===== src/logic/tqd_regs.svh =====
`ifndef TQD_REGS_SVH
`define TQD_REGS_SVH
// ==========================================
// Register byte offsets
`define TQD_OFS_AXIS_EN 8'h00
`define TQD_OFS_IRQ_EN 8'h04
`define TQD_OFS_IRQ_CLR 8'h08
`define TQD_OFS_IRQ_STAT 8'h0C
`define TQD_OFS_AXIS0 8'h10
`define TQD_AXIS_STRIDE 8'h14
`define TQD_SUB_MODE 8'h00
`define TQD_SUB_QHIT 8'h04
`define TQD_SUB_IHIT 8'h08
`define TQD_SUB_QCNT 8'h0C
`define TQD_SUB_ICNT 8'h10
`define TQD_OFS_FILT 8'h4C
// ==========================================
// Field positions and writable masks
`define TQD_AXIS_EN_STRIDE 4
`define TQD_IRQ_AXIS_STRIDE 8
`define TQD_QIRQ_BIT 0
`define TQD_QMODE_BIT 2
`define TQD_IIRQ_BIT 4
`define TQD_IMODE_BIT 6
`define TQD_UNF_BIT 24
`define TQD_OVF_BIT 25
`define TQD_QMODE_LSB 0
`define TQD_IMODE_LSB 16
`define TQD_PRESC_LSB 0
`define TQD_FLEN_LSB 16
`define TQD_AXIS_EN_MASK 32'h0000_0111
`define TQD_IRQ_EN_MASK 32'h3F55_5555
`define TQD_FLAG_MASK 32'h3F11_1111
`define TQD_MODE_MASK 32'h0003_0003
`define TQD_FILT_MASK 32'h000F_FFFF
// ==========================================
// Reset values and timing
`define TQD_RST_ZERO 32'h0000_0000
`define TQD_CLK_NS 20
`define TQD_SAMPLE_NS 1000
`define TQD_PRESC_RST ((`TQD_SAMPLE_NS / `TQD_CLK_NS) - 1)
`define TQD_FLEN_RST 3
`define TQD_FILT_RST ((`TQD_FLEN_RST << `TQD_FLEN_LSB) | `TQD_PRESC_RST)
`define TQD_RESP_OKAY 2'h0
`define TQD_RESP_SLVERR 2'h2
`endif


===== src/logic/tqd_pkg.sv =====
package tqd_pkg;
   // ==========================================
   // Counting resolution codes
   typedef enum logic [1:0] {
      QM_OFF = 2'h0,
      QM_X1 = 2'h1,
      QM_X2 = 2'h2,
      QM_X4 = 2'h3
   } tqd_qmode_e;
   // What the index counter counts
   typedef enum logic [1:0] {
      IM_HIGH = 2'h0,
      IM_RISE = 2'h1,
      IM_FALL = 2'h2,
      IM_BOTH = 2'h3
   } tqd_imode_e;
   // Settings of one axis
   typedef struct packed {
      logic enable;
      tqd_qmode_e qmode;
      tqd_imode_e imode;
      logic q_on_hit;
      logic i_on_hit;
      logic [31:0] qhit;
      logic [31:0] ihit;
   } tqd_axis_cfg_s;
   // One-cycle events of one axis
   typedef struct packed {
      logic q_evt;
      logic i_evt;
      logic ovf;
      logic unf;
   } tqd_axis_evt_s;
endpackage


===== src/logic/tqd_top.sv =====
// How it works
// - Three axes, each position and index counter
// - Per axis count 1x, 2x or 4x
// - Inputs debounced; counts readable by software
// - Sample period and filter length programmable
// - Axis enables at bits 0, 4, 8
// - Overflow interrupt enables at 25, 27, 29
// - Underflow interrupt enables at 24, 26, 28
// - Index irq mode: change or compare equal
// - Position irq mode: change or compare equal
// - Index irq enables at 4, 12, 20
// - Position irq enables at 0, 8, 16
// - Clear register writes clear pending flags
// - Index mode: high, rise, fall, both
// - Position mode codes 01, 10, 11
// - 32-bit compare values; counters read-only
// - Status register mirrors enable layout
//
// The implementer's own choice: the AXI4-Lite slave port.
`include "tqd_regs.svh"
`timescale 1ns/1ns
`default_nettype none

// ==========================================
// One axis: synchronise, debounce, decode, count
module tqd_axis (
   // Clock and reset
   input wire logic i_clk,
   input wire logic i_rst_n,
   // Sampling
   input wire logic i_tick,
   input wire logic [3:0] i_filt_len,
   // Raw pins
   input wire logic i_pin_a,
   input wire logic i_pin_b,
   input wire logic i_pin_i,
   // Settings and results
   input wire tqd_pkg::tqd_axis_cfg_s i_cfg,
   output tqd_pkg::tqd_axis_evt_s o_evt,
   output logic [31:0] o_qcnt,
   output logic [31:0] o_icnt
);
   logic [2:0] sync1; // First stage, read only by sync2
   logic [2:0] sync2; // Safe copy of {a, b, index}
   logic [2:0] filt; // Debounced levels
   logic [2:0] next_filt;
   logic [2:0] last; // Debounced levels one cycle ago
   logic [3:0] run [3]; // Consecutive differing samples
   logic [3:0] next_run [3];
   logic [31:0] qcnt;
   logic [31:0] next_qcnt;
   logic [31:0] icnt;
   logic [31:0] next_icnt;
   logic ch_a;
   logic ch_b;
   logic legal;
   logic up;
   logic q_step;
   logic i_step;

   // Two flip-flops before any logic sees a pin
   always_ff @(posedge i_clk or negedge i_rst_n) begin
      if (!i_rst_n) begin
         sync1 <= 3'h0;
         sync2 <= 3'h0;
      end else begin
         sync1 <= {i_pin_a, i_pin_b, i_pin_i};
         sync2 <= sync1;
      end
   end

   // Debounce: a new level is taken after filt_len+1 differing samples
   always_comb begin
      next_filt = filt;
      next_run = run;
      for (int k = 0; k < 3; k++) begin
         if (i_tick) begin
            if (sync2[k] == filt[k]) begin
               next_run[k] = 4'h0; // Glitch ended, start over
            end else if (run[k] >= i_filt_len) begin
               next_filt[k] = sync2[k];
               next_run[k] = 4'h0;
            end else begin
               next_run[k] = run[k] + 4'h1;
            end
         end
      end
   end

   // Quadrature and index decode on debounced levels
   always_comb begin
      ch_a = filt[2] ^ last[2];
      ch_b = filt[1] ^ last[1];
      legal = ch_a ^ ch_b; // Both phases moving at once is dropped
      up = filt[2] ^ last[1]; // A leading B counts up
      case (i_cfg.qmode)
         tqd_pkg::QM_X1: begin
            q_step = legal && ch_a && (up ? filt[2] : !filt[2]);
         end
         tqd_pkg::QM_X2: begin
            q_step = legal && ch_a;
         end
         tqd_pkg::QM_X4: begin
            q_step = legal;
         end
         default: begin
            q_step = 1'b0;
         end
      endcase
      q_step = q_step && i_cfg.enable;
      case (i_cfg.imode)
         tqd_pkg::IM_HIGH: begin
            i_step = i_tick && filt[0];
         end
         tqd_pkg::IM_RISE: begin
            i_step = filt[0] && !last[0];
         end
         tqd_pkg::IM_FALL: begin
            i_step = !filt[0] && last[0];
         end
         default: begin
            i_step = filt[0] ^ last[0];
         end
      endcase
      i_step = i_step && i_cfg.enable;
      next_qcnt = qcnt;
      if (q_step) begin
         next_qcnt = up ? qcnt + 32'h1 : qcnt - 32'h1;
      end
      next_icnt = i_step ? icnt + 32'h1 : icnt;
      o_evt.ovf = q_step && up && (qcnt == 32'hFFFF_FFFF);
      o_evt.unf = q_step && !up && (qcnt == 32'h0);
      o_evt.q_evt = q_step && (!i_cfg.q_on_hit || next_qcnt == i_cfg.qhit);
      o_evt.i_evt = i_step && (!i_cfg.i_on_hit || next_icnt == i_cfg.ihit);
   end

   // Register filter and counter state
   always_ff @(posedge i_clk or negedge i_rst_n) begin
      if (!i_rst_n) begin
         filt <= 3'h0;
         last <= 3'h0;
         run <= '{default: 4'h0};
         qcnt <= 32'h0;
         icnt <= 32'h0;
      end else begin
         filt <= next_filt;
         last <= filt;
         run <= next_run;
         qcnt <= next_qcnt;
         icnt <= next_icnt;
      end
   end

   assign o_qcnt = qcnt;
   assign o_icnt = icnt;
endmodule

// ==========================================
// Three-axis decoder with AXI4-Lite registers
module tqd_top (
   // Clock and reset
   input wire logic I_MCLK,
   input wire logic I_RST_N,
   // AXI4-Lite write
   input wire logic [7:0] I_AWADDR,
   input wire logic I_AWVALID,
   output logic O_AWREADY,
   input wire logic [31:0] I_WDATA,
   input wire logic [3:0] I_WSTRB,
   input wire logic I_WVALID,
   output logic O_WREADY,
   output logic [1:0] O_BRESP,
   output logic O_BVALID,
   input wire logic I_BREADY,
   // AXI4-Lite read
   input wire logic [7:0] I_ARADDR,
   input wire logic I_ARVALID,
   output logic O_ARREADY,
   output logic [31:0] O_RDATA,
   output logic [1:0] O_RRESP,
   output logic O_RVALID,
   input wire logic I_RREADY,
   // Encoder pins, bit 0 x, 1 y, 2 z
   input wire logic [2:0] I_PHASE_A,
   input wire logic [2:0] I_PHASE_B,
   input wire logic [2:0] I_INDEX,
   // Interrupt
   output logic O_IRQ
);
   logic [31:0] axis_en, next_axis_en;
   logic [31:0] irq_en, next_irq_en;
   logic [31:0] flags, next_flags; // Pending sources, status layout
   logic [31:0] filt_cfg, next_filt_cfg;
   logic [31:0] mode_r [3];
   logic [31:0] next_mode [3];
   logic [31:0] qhit [3];
   logic [31:0] next_qhit [3];
   logic [31:0] ihit [3];
   logic [31:0] next_ihit [3];
   logic [15:0] presc, next_presc;
   logic tick, next_tick;
   logic irq, next_irq;
   // Bus slave state
   logic aw_full, next_aw_full;
   logic w_full, next_w_full;
   logic [7:0] waddr, next_waddr;
   logic [31:0] wdata, next_wdata;
   logic [3:0] wstrb, next_wstrb;
   logic bvalid, next_bvalid;
   logic [1:0] bresp, next_bresp;
   logic rvalid, next_rvalid;
   logic [31:0] rdata, next_rdata;
   logic [1:0] rresp, next_rresp;
   logic awready, wready, arready; // Readies kept in flops so every output leaves a register
   // Per-axis wiring
   tqd_pkg::tqd_axis_cfg_s cfg [3];
   tqd_pkg::tqd_axis_evt_s evt [3];
   logic [31:0] qcnt [3];
   logic [31:0] icnt [3];
   logic [31:0] wmask;
   logic [31:0] clr;
   logic [31:0] set;
   logic [7:0] base;
   logic do_wr;
   logic hit;

   // Sample tick; period is presc+1 clocks
   always_comb begin
      next_tick = 1'b0;
      next_presc = presc + 16'h1;
      if (presc >= filt_cfg[`TQD_PRESC_LSB +: 16]) begin
         next_presc = 16'h0;
         next_tick = 1'b1;
      end
   end

   // ==========================================
   // Axes
   for (genvar a = 0; a < 3; a++) begin : g_axis
      // Gather settings of this axis from the registers
      always_comb begin
         cfg[a].enable = axis_en[a * `TQD_AXIS_EN_STRIDE];
         cfg[a].qmode = tqd_pkg::tqd_qmode_e'(mode_r[a][`TQD_QMODE_LSB +: 2]);
         cfg[a].imode = tqd_pkg::tqd_imode_e'(mode_r[a][`TQD_IMODE_LSB +: 2]);
         cfg[a].q_on_hit = irq_en[a * `TQD_IRQ_AXIS_STRIDE + `TQD_QMODE_BIT];
         cfg[a].i_on_hit = irq_en[a * `TQD_IRQ_AXIS_STRIDE + `TQD_IMODE_BIT];
         cfg[a].qhit = qhit[a];
         cfg[a].ihit = ihit[a];
      end
      tqd_axis u_axis (
         .i_clk(I_MCLK),
         .i_rst_n(I_RST_N),
         .i_tick(tick),
         .i_filt_len(filt_cfg[`TQD_FLEN_LSB +: 4]),
         .i_pin_a(I_PHASE_A[a]),
         .i_pin_b(I_PHASE_B[a]),
         .i_pin_i(I_INDEX[a]),
         .i_cfg(cfg[a]),
         .o_evt(evt[a]),
         .o_qcnt(qcnt[a]),
         .o_icnt(icnt[a])
      );
   end

   // ==========================================
   // Write side: address and data taken in either order
   always_comb begin
      next_aw_full = aw_full;
      next_w_full = w_full;
      next_waddr = waddr;
      next_wdata = wdata;
      next_wstrb = wstrb;
      next_bvalid = bvalid;
      next_bresp = bresp;
      next_axis_en = axis_en;
      next_irq_en = irq_en;
      next_filt_cfg = filt_cfg;
      next_mode = mode_r;
      next_qhit = qhit;
      next_ihit = ihit;
      clr = 32'h0;
      hit = 1'b0;
      base = 8'h0;
      wmask = {{8{wstrb[3]}}, {8{wstrb[2]}}, {8{wstrb[1]}}, {8{wstrb[0]}}};
      do_wr = aw_full && w_full && !bvalid;
      if (I_AWVALID && !aw_full) begin
         next_aw_full = 1'b1;
         next_waddr = I_AWADDR;
      end
      if (I_WVALID && !w_full) begin
         next_w_full = 1'b1;
         next_wdata = I_WDATA;
         next_wstrb = I_WSTRB;
      end
      if (bvalid && I_BREADY) begin
         next_bvalid = 1'b0;
      end
      if (do_wr) begin
         next_aw_full = 1'b0;
         next_w_full = 1'b0;
         next_bvalid = 1'b1;
         hit = 1'b1;
         case (waddr)
            `TQD_OFS_AXIS_EN: begin
               next_axis_en = ((axis_en & ~wmask) | (wdata & wmask)) & `TQD_AXIS_EN_MASK;
            end
            `TQD_OFS_IRQ_EN: begin
               next_irq_en = ((irq_en & ~wmask) | (wdata & wmask)) & `TQD_IRQ_EN_MASK;
            end
            `TQD_OFS_IRQ_CLR: begin
               clr = wdata & wmask & `TQD_FLAG_MASK;
            end
            `TQD_OFS_IRQ_STAT: begin
               hit = 1'b1; // Read-only, write ignored
            end
            `TQD_OFS_FILT: begin
               next_filt_cfg = ((filt_cfg & ~wmask) | (wdata & wmask)) & `TQD_FILT_MASK;
            end
            default: begin
               hit = 1'b0;
               for (int a = 0; a < 3; a++) begin
                  base = `TQD_OFS_AXIS0 + 8'(a) * `TQD_AXIS_STRIDE;
                  if (waddr == base + `TQD_SUB_MODE) begin
                     next_mode[a] = ((mode_r[a] & ~wmask) | (wdata & wmask)) & `TQD_MODE_MASK;
                     hit = 1'b1;
                  end
                  if (waddr == base + `TQD_SUB_QHIT) begin
                     next_qhit[a] = (qhit[a] & ~wmask) | (wdata & wmask);
                     hit = 1'b1;
                  end
                  if (waddr == base + `TQD_SUB_IHIT) begin
                     next_ihit[a] = (ihit[a] & ~wmask) | (wdata & wmask);
                     hit = 1'b1;
                  end
                  if (waddr == base + `TQD_SUB_QCNT || waddr == base + `TQD_SUB_ICNT) begin
                     hit = 1'b1; // Counters are read-only
                  end
               end
            end
         endcase
         next_bresp = hit ? `TQD_RESP_OKAY : `TQD_RESP_SLVERR;
      end
   end

   // Sticky flags; a new event beats a clear in the same cycle
   always_comb begin
      set = 32'h0;
      for (int a = 0; a < 3; a++) begin
         set[a * `TQD_IRQ_AXIS_STRIDE + `TQD_QIRQ_BIT] = evt[a].q_evt;
         set[a * `TQD_IRQ_AXIS_STRIDE + `TQD_IIRQ_BIT] = evt[a].i_evt;
         set[`TQD_OVF_BIT + 2 * a] = evt[a].ovf;
         set[`TQD_UNF_BIT + 2 * a] = evt[a].unf;
      end
      next_flags = (flags & ~clr) | set;
      // Enable bits sit where their flags sit, so one AND gates all
      next_irq = |(next_flags & irq_en & `TQD_FLAG_MASK);
   end

   // ==========================================
   // Read side: one read at a time, data held until taken
   always_comb begin
      next_rvalid = rvalid;
      next_rdata = rdata;
      next_rresp = rresp;
      if (rvalid && I_RREADY) begin
         next_rvalid = 1'b0;
      end
      if (I_ARVALID && !rvalid) begin
         next_rvalid = 1'b1;
         next_rresp = `TQD_RESP_OKAY;
         next_rdata = 32'h0;
         case (I_ARADDR)
            `TQD_OFS_AXIS_EN: next_rdata = axis_en;
            `TQD_OFS_IRQ_EN: next_rdata = irq_en;
            `TQD_OFS_IRQ_CLR: next_rdata = 32'h0; // Write-to-clear, reads zero
            `TQD_OFS_IRQ_STAT: next_rdata = flags;
            `TQD_OFS_FILT: next_rdata = filt_cfg;
            default: begin
               next_rresp = `TQD_RESP_SLVERR;
               for (int a = 0; a < 3; a++) begin
                  if (I_ARADDR == `TQD_OFS_AXIS0 + 8'(a) * `TQD_AXIS_STRIDE + `TQD_SUB_MODE) begin
                     next_rdata = mode_r[a];
                     next_rresp = `TQD_RESP_OKAY;
                  end
                  if (I_ARADDR == `TQD_OFS_AXIS0 + 8'(a) * `TQD_AXIS_STRIDE + `TQD_SUB_QHIT) begin
                     next_rdata = qhit[a];
                     next_rresp = `TQD_RESP_OKAY;
                  end
                  if (I_ARADDR == `TQD_OFS_AXIS0 + 8'(a) * `TQD_AXIS_STRIDE + `TQD_SUB_IHIT) begin
                     next_rdata = ihit[a];
                     next_rresp = `TQD_RESP_OKAY;
                  end
                  if (I_ARADDR == `TQD_OFS_AXIS0 + 8'(a) * `TQD_AXIS_STRIDE + `TQD_SUB_QCNT) begin
                     next_rdata = qcnt[a];
                     next_rresp = `TQD_RESP_OKAY;
                  end
                  if (I_ARADDR == `TQD_OFS_AXIS0 + 8'(a) * `TQD_AXIS_STRIDE + `TQD_SUB_ICNT) begin
                     next_rdata = icnt[a];
                     next_rresp = `TQD_RESP_OKAY;
                  end
               end
            end
         endcase
      end
   end

   // Register everything; outputs come straight from these
   always_ff @(posedge I_MCLK or negedge I_RST_N) begin
      if (!I_RST_N) begin
         axis_en <= `TQD_RST_ZERO;
         irq_en <= `TQD_RST_ZERO;
         flags <= `TQD_RST_ZERO;
         filt_cfg <= `TQD_FILT_RST;
         mode_r <= '{default: `TQD_RST_ZERO};
         qhit <= '{default: `TQD_RST_ZERO};
         ihit <= '{default: `TQD_RST_ZERO};
         presc <= 16'h0;
         tick <= 1'b0;
         irq <= 1'b0;
         aw_full <= 1'b0;
         w_full <= 1'b0;
         waddr <= 8'h0;
         wdata <= 32'h0;
         wstrb <= 4'h0;
         bvalid <= 1'b0;
         bresp <= 2'h0;
         rvalid <= 1'b0;
         rdata <= 32'h0;
         rresp <= 2'h0;
         awready <= 1'b1;
         wready <= 1'b1;
         arready <= 1'b1;
      end else begin
         axis_en <= next_axis_en;
         irq_en <= next_irq_en;
         flags <= next_flags;
         filt_cfg <= next_filt_cfg;
         mode_r <= next_mode;
         qhit <= next_qhit;
         ihit <= next_ihit;
         presc <= next_presc;
         tick <= next_tick;
         irq <= next_irq;
         aw_full <= next_aw_full;
         w_full <= next_w_full;
         waddr <= next_waddr;
         wdata <= next_wdata;
         wstrb <= next_wstrb;
         bvalid <= next_bvalid;
         bresp <= next_bresp;
         rvalid <= next_rvalid;
         rdata <= next_rdata;
         rresp <= next_rresp;
         awready <= !next_aw_full;
         wready <= !next_w_full;
         arready <= !next_rvalid;
      end
   end

   // Ready means the holding slot is empty
   assign O_AWREADY = awready;
   assign O_WREADY = wready;
   assign O_ARREADY = arready;
   assign O_BVALID = bvalid;
   assign O_BRESP = bresp;
   assign O_RVALID = rvalid;
   assign O_RDATA = rdata;
   assign O_RRESP = rresp;
   assign O_IRQ = irq;
endmodule
`default_nettype wire


===== config.mk =====
export PLATFORM = sky130hd
export DESIGN_NAME = tqd_top
export DESIGN_NICKNAME = d
export VERILOG_FILES = /design/src/logic/tqd_pkg.sv /design/src/logic/tqd_top.sv
export VERILOG_INCLUDE_DIRS = /design/src /design/src/logic
export SDC_FILE = /design/constraint.sdc
export NUM_CORES = 2
export LEC_CHECK = 0
export ABC_AREA = 1
export BUFFER_PORTS_ARGS = -buffer_cell sky130_fd_sc_hd__buf_2
export CAP_MARGIN = 25
export CORE_ASPECT_RATIO = 1.75
export CORE_UTILIZATION = 42
export CTS_BUF_LIST = sky130_fd_sc_hd__clkbuf_4 sky130_fd_sc_hd__clkbuf_8
export CTS_CLUSTER_SIZE = 20
export DETAILED_ROUTE_END_ITERATION = 12
export PLACE_DENSITY_LB_ADDON = 0.2
export SLEW_MARGIN = 20
export SYNTH_ARGS = -nofsm -noshare
export SYNTH_HDL_FRONTEND = slang
export SYNTH_SLANG_ARGS = --single-unit

===== constraint.sdc =====
create_clock -name I_MCLK -period 3 [get_ports I_MCLK]
set_input_delay 0.6 -clock I_MCLK [delete_from_list [all_inputs] [get_ports I_MCLK]]
set_output_delay 0.6 -clock I_MCLK [all_outputs]
set_load 0.05 [all_outputs]

==> results.ini <==
[worst_hold_path]
holdCritStartpoint = I_WDATA[17]
holdPathStages = 3
min_path_type = input port to flop
holdPathEnd = wdata[17]$_DFFE_PN0P_

[clock_tree]
cts_root_buffer = clkbuf_8
cts_tree = built
numCtsBuffers = 96
clockBufferDepth = 3
worstSkewPairLatency_ns = 0.86
clk_pin_slew_ns = 0.07
clock-sinks = 624
htreeDepth = 3

[final_layout]
final_cells = 9137
area_delta_synth_final_pct = 44.5
drive_above_1_share = 0.304
stdcell_area_mm2 = 0.0604
num-nets-final = 7874

[critical_path]
path_common_cell = nand2_1
r2r_start = g_axis[1].u_axis.last[1]$_DFF_PN0_
cpPeakStageDelay_ns = 0.44
crit_family = simple AND/OR/NAND/NOR gates
cp_num_buf_inv = 5
worstPathRequired_ns = 3.78
cp.arrival_ns = 4.41
crit_slowest_cell = dfrtp_2
critPathCaptureType = flop
crit_fanout = 15
rr_endpoint = O_IRQ$_DFF_PN0_
r2r_setup_slack_ns = -0.62
reg2reg_depth = 26
cp-start-kind = flop
critical_path_class = flop to flop

[yosys]
synthMuxAreaShare = 0.00311
synth_common_cells = 2,216 x nand2_1, 803 x inv_1, 616 x dfrtp_1
yosys_most_used_dff = dfrtp_1
yosysWarnings = 0
synth_top_area_frac = 0.369
synth_cell_types = 55
synthAdderAreaFrac = 0.0221
seq_area_frac_synth = 0.374
avgSynthCellArea_um2 = 6.65
synth_edf_count = 0
synth_top_family_by_area = simple AND/OR/NAND/NOR gates
synthCells = 6286
yosysTopAreaCell = dfrtp_1
ys_seq_elements = 624
yosys-top-cells-area = dfrtp_1 37%, nand2_1 20%, inv_1 7.2%
yosysMostFrequentCell = nand2_1
syn_area_mm2 = 0.0418
yosys.area_share.simple = 0.337
synth_async_sr_flop_share = 1.00
synth_compound_area_frac = 0.133
synthXorXnorAreaFrac = 0.0381

[global_routing]
grt_pass1_wl_um = 311000
busiest_layer = met2
antenna_found_initial = 24
grt_use_total = 0.428
grt_max_degree = 71
grt_pass1_vias = 50469
gr-total-overflow = 0
met3_usage = 0.110
use_met1 = 0.392
grt_util_met2 = 0.727

[sta]
clock.fmax_mhz = 276
finalSetupViolCount = 4
hold_viol = 0
relSlewSlack = 0.253
worstMarginPinSlew_ns = 1.12
setup_ws_ns = -0.624
timing.hold.ws_ns = 0.0343
rsz0062_at_grt = yes
skew_ns = 0.0604
period_minus_slack_ns = 3.62
slew_violations = 0
fin_crit_sh = 1.21

[flow_run]
maxCapViolCount = 0

[outcome]
status = finished, violations left
failed_checks = negative setup slack

[route]
routed_wl_um = 217000
dr.first_iter.drc_count = 3893
post-route-drc-count = 0
wl_per_cell_um = 23.7
viasPerCell = 5.55
first_pass_iters = 9
ant_nets = 0
via_count = 50725

[placed_design]
dp_hpwl_um = 164000
gp_congestion = 1.10
dpl.cell_count = 8803
io_buffer_count = 107
place_area_mm2 = 0.0535

[floorplan]
die-area_mm2 = 0.101
initial_core_util = 0.425
die_height_um = 419
io_pins = 110
num_rows = 152
core_mm2 = 0.0983
fp.dieW_um = 240

[power_and_ir_drop]
peakVddDrop_mv = 0.800
finalPower_mw = 43.4
p_leak_nw = 30.9
powerDensity_mw_per_mm2 = 718

[placed cells by master (no fill, tap or decap), types with 21 or more instances in the layout]
cell           instances
nand2_1             1905
buf_4               1262
inv_1                780
dfrtp_1              607
o21ai_0              554
nor2_1               371
nand3_1              322
nand2_2              246
xor2_1               119
clkbuf_8             112
buf_2                106
nand4_1              104
a21oi_1               88
nor2_4                83
nor2_2                77
nand2_4               76
ha_1                  72
o22ai_1               70
nor3_1                68
buf_12                60
xnor2_1               59
nand3_2               54
o211ai_1              45
buf_6                 44
clkbuf_4              35
dlygate4sd3_1         35
a41oi_1               33
nor4_1                26
o2111ai_1             24
inv_2                 21
[worst min-delay path, cell delays in order]
cell	delay [ns]
buf_2	0.08
nor2_1	0.05
a21oi_1	0.11
[per-layer routing]
layer  up-vias  share of wire
met4         8           0.13
li1      23218              -
met1     23717           0.31
met5         -        0.00027
met3      1271          0.073
met2      2511           0.48
[logic make-up (layout without fill, tap and decap cells)]
kind of cell    count (synthesis)  in the layout
simple gates                 3425           3426
flops                         624            624
mux                            12             12
compound gates                964            964
fa+ha+maj                      74             74
xor+xnor                      182            182
other cells                     1             22
buf+inv                      1004           2524
[how the worst max path moves through the flow]
stage,start,end,slack [ns],depth (start not counted)
global route,g_axis[1].u_axis.filt[2]$_DFFE_PN0P_,O_IRQ$_DFF_PN0_,-0.83,34
CTS,g_axis[1].u_axis.filt[2]$_DFFE_PN0P_,O_IRQ$_DFF_PN0_,-0.59,30
finish,g_axis[1].u_axis.last[1]$_DFF_PN0_,O_IRQ$_DFF_PN0_,-0.62,26
floorplan,g_axis[1].u_axis.filt[2]$_DFFE_PN0P_,O_IRQ$_DFF_PN0_,0.04,29
global placement,g_axis[0].u_axis.filt[2]$_DFFE_PN0P_,O_IRQ$_DFF_PN0_,-1.09,31
detailed placement,g_axis[0].u_axis.filt[2]$_DFFE_PN0P_,O_IRQ$_DFF_PN0_,-1.17,31
[repair_timing]
action,CTS,global route
resized for setup,449,451
pin swaps,140,191
buffers inserted,42,43
hold endpoints to repair,82,0
setup endpoints to repair,5,11
gates cloned,12,11
hold buffers,35,0
[stage by stage]
stage	setup TNS, ns	utilization	setup WS, ns
floorplan	0	-	0.0353
global placement	-15.29	0.544	-1.09
detailed placement	-15.78	0.544	-1.17
CTS	-1.53	0.591	-0.593
global route	-2.64	0.614	-0.830
finish	-1.88	0.614	-0.624
[area by class of cell]
cell class              count  area (um2)
fillers                  9263       37900
multi-input cells        4660       25100
flip-flops and latches    624       15600
repair buffers           1533       12700
inverters                 817        3090
clock buffers             147        1800
well taps                1309        1640
clock inverters            27         353
diodes                     20        50.0
[power by group]
group	switching [mW]	leakage [nW]	internal (mW)
sequential	1.62	8.36	9.98
combinational	14.0	21.4	9.38
clock	3.94	1.14	4.40
total	19.6	30.9	23.8
Power figures use the tool's default switching activity.
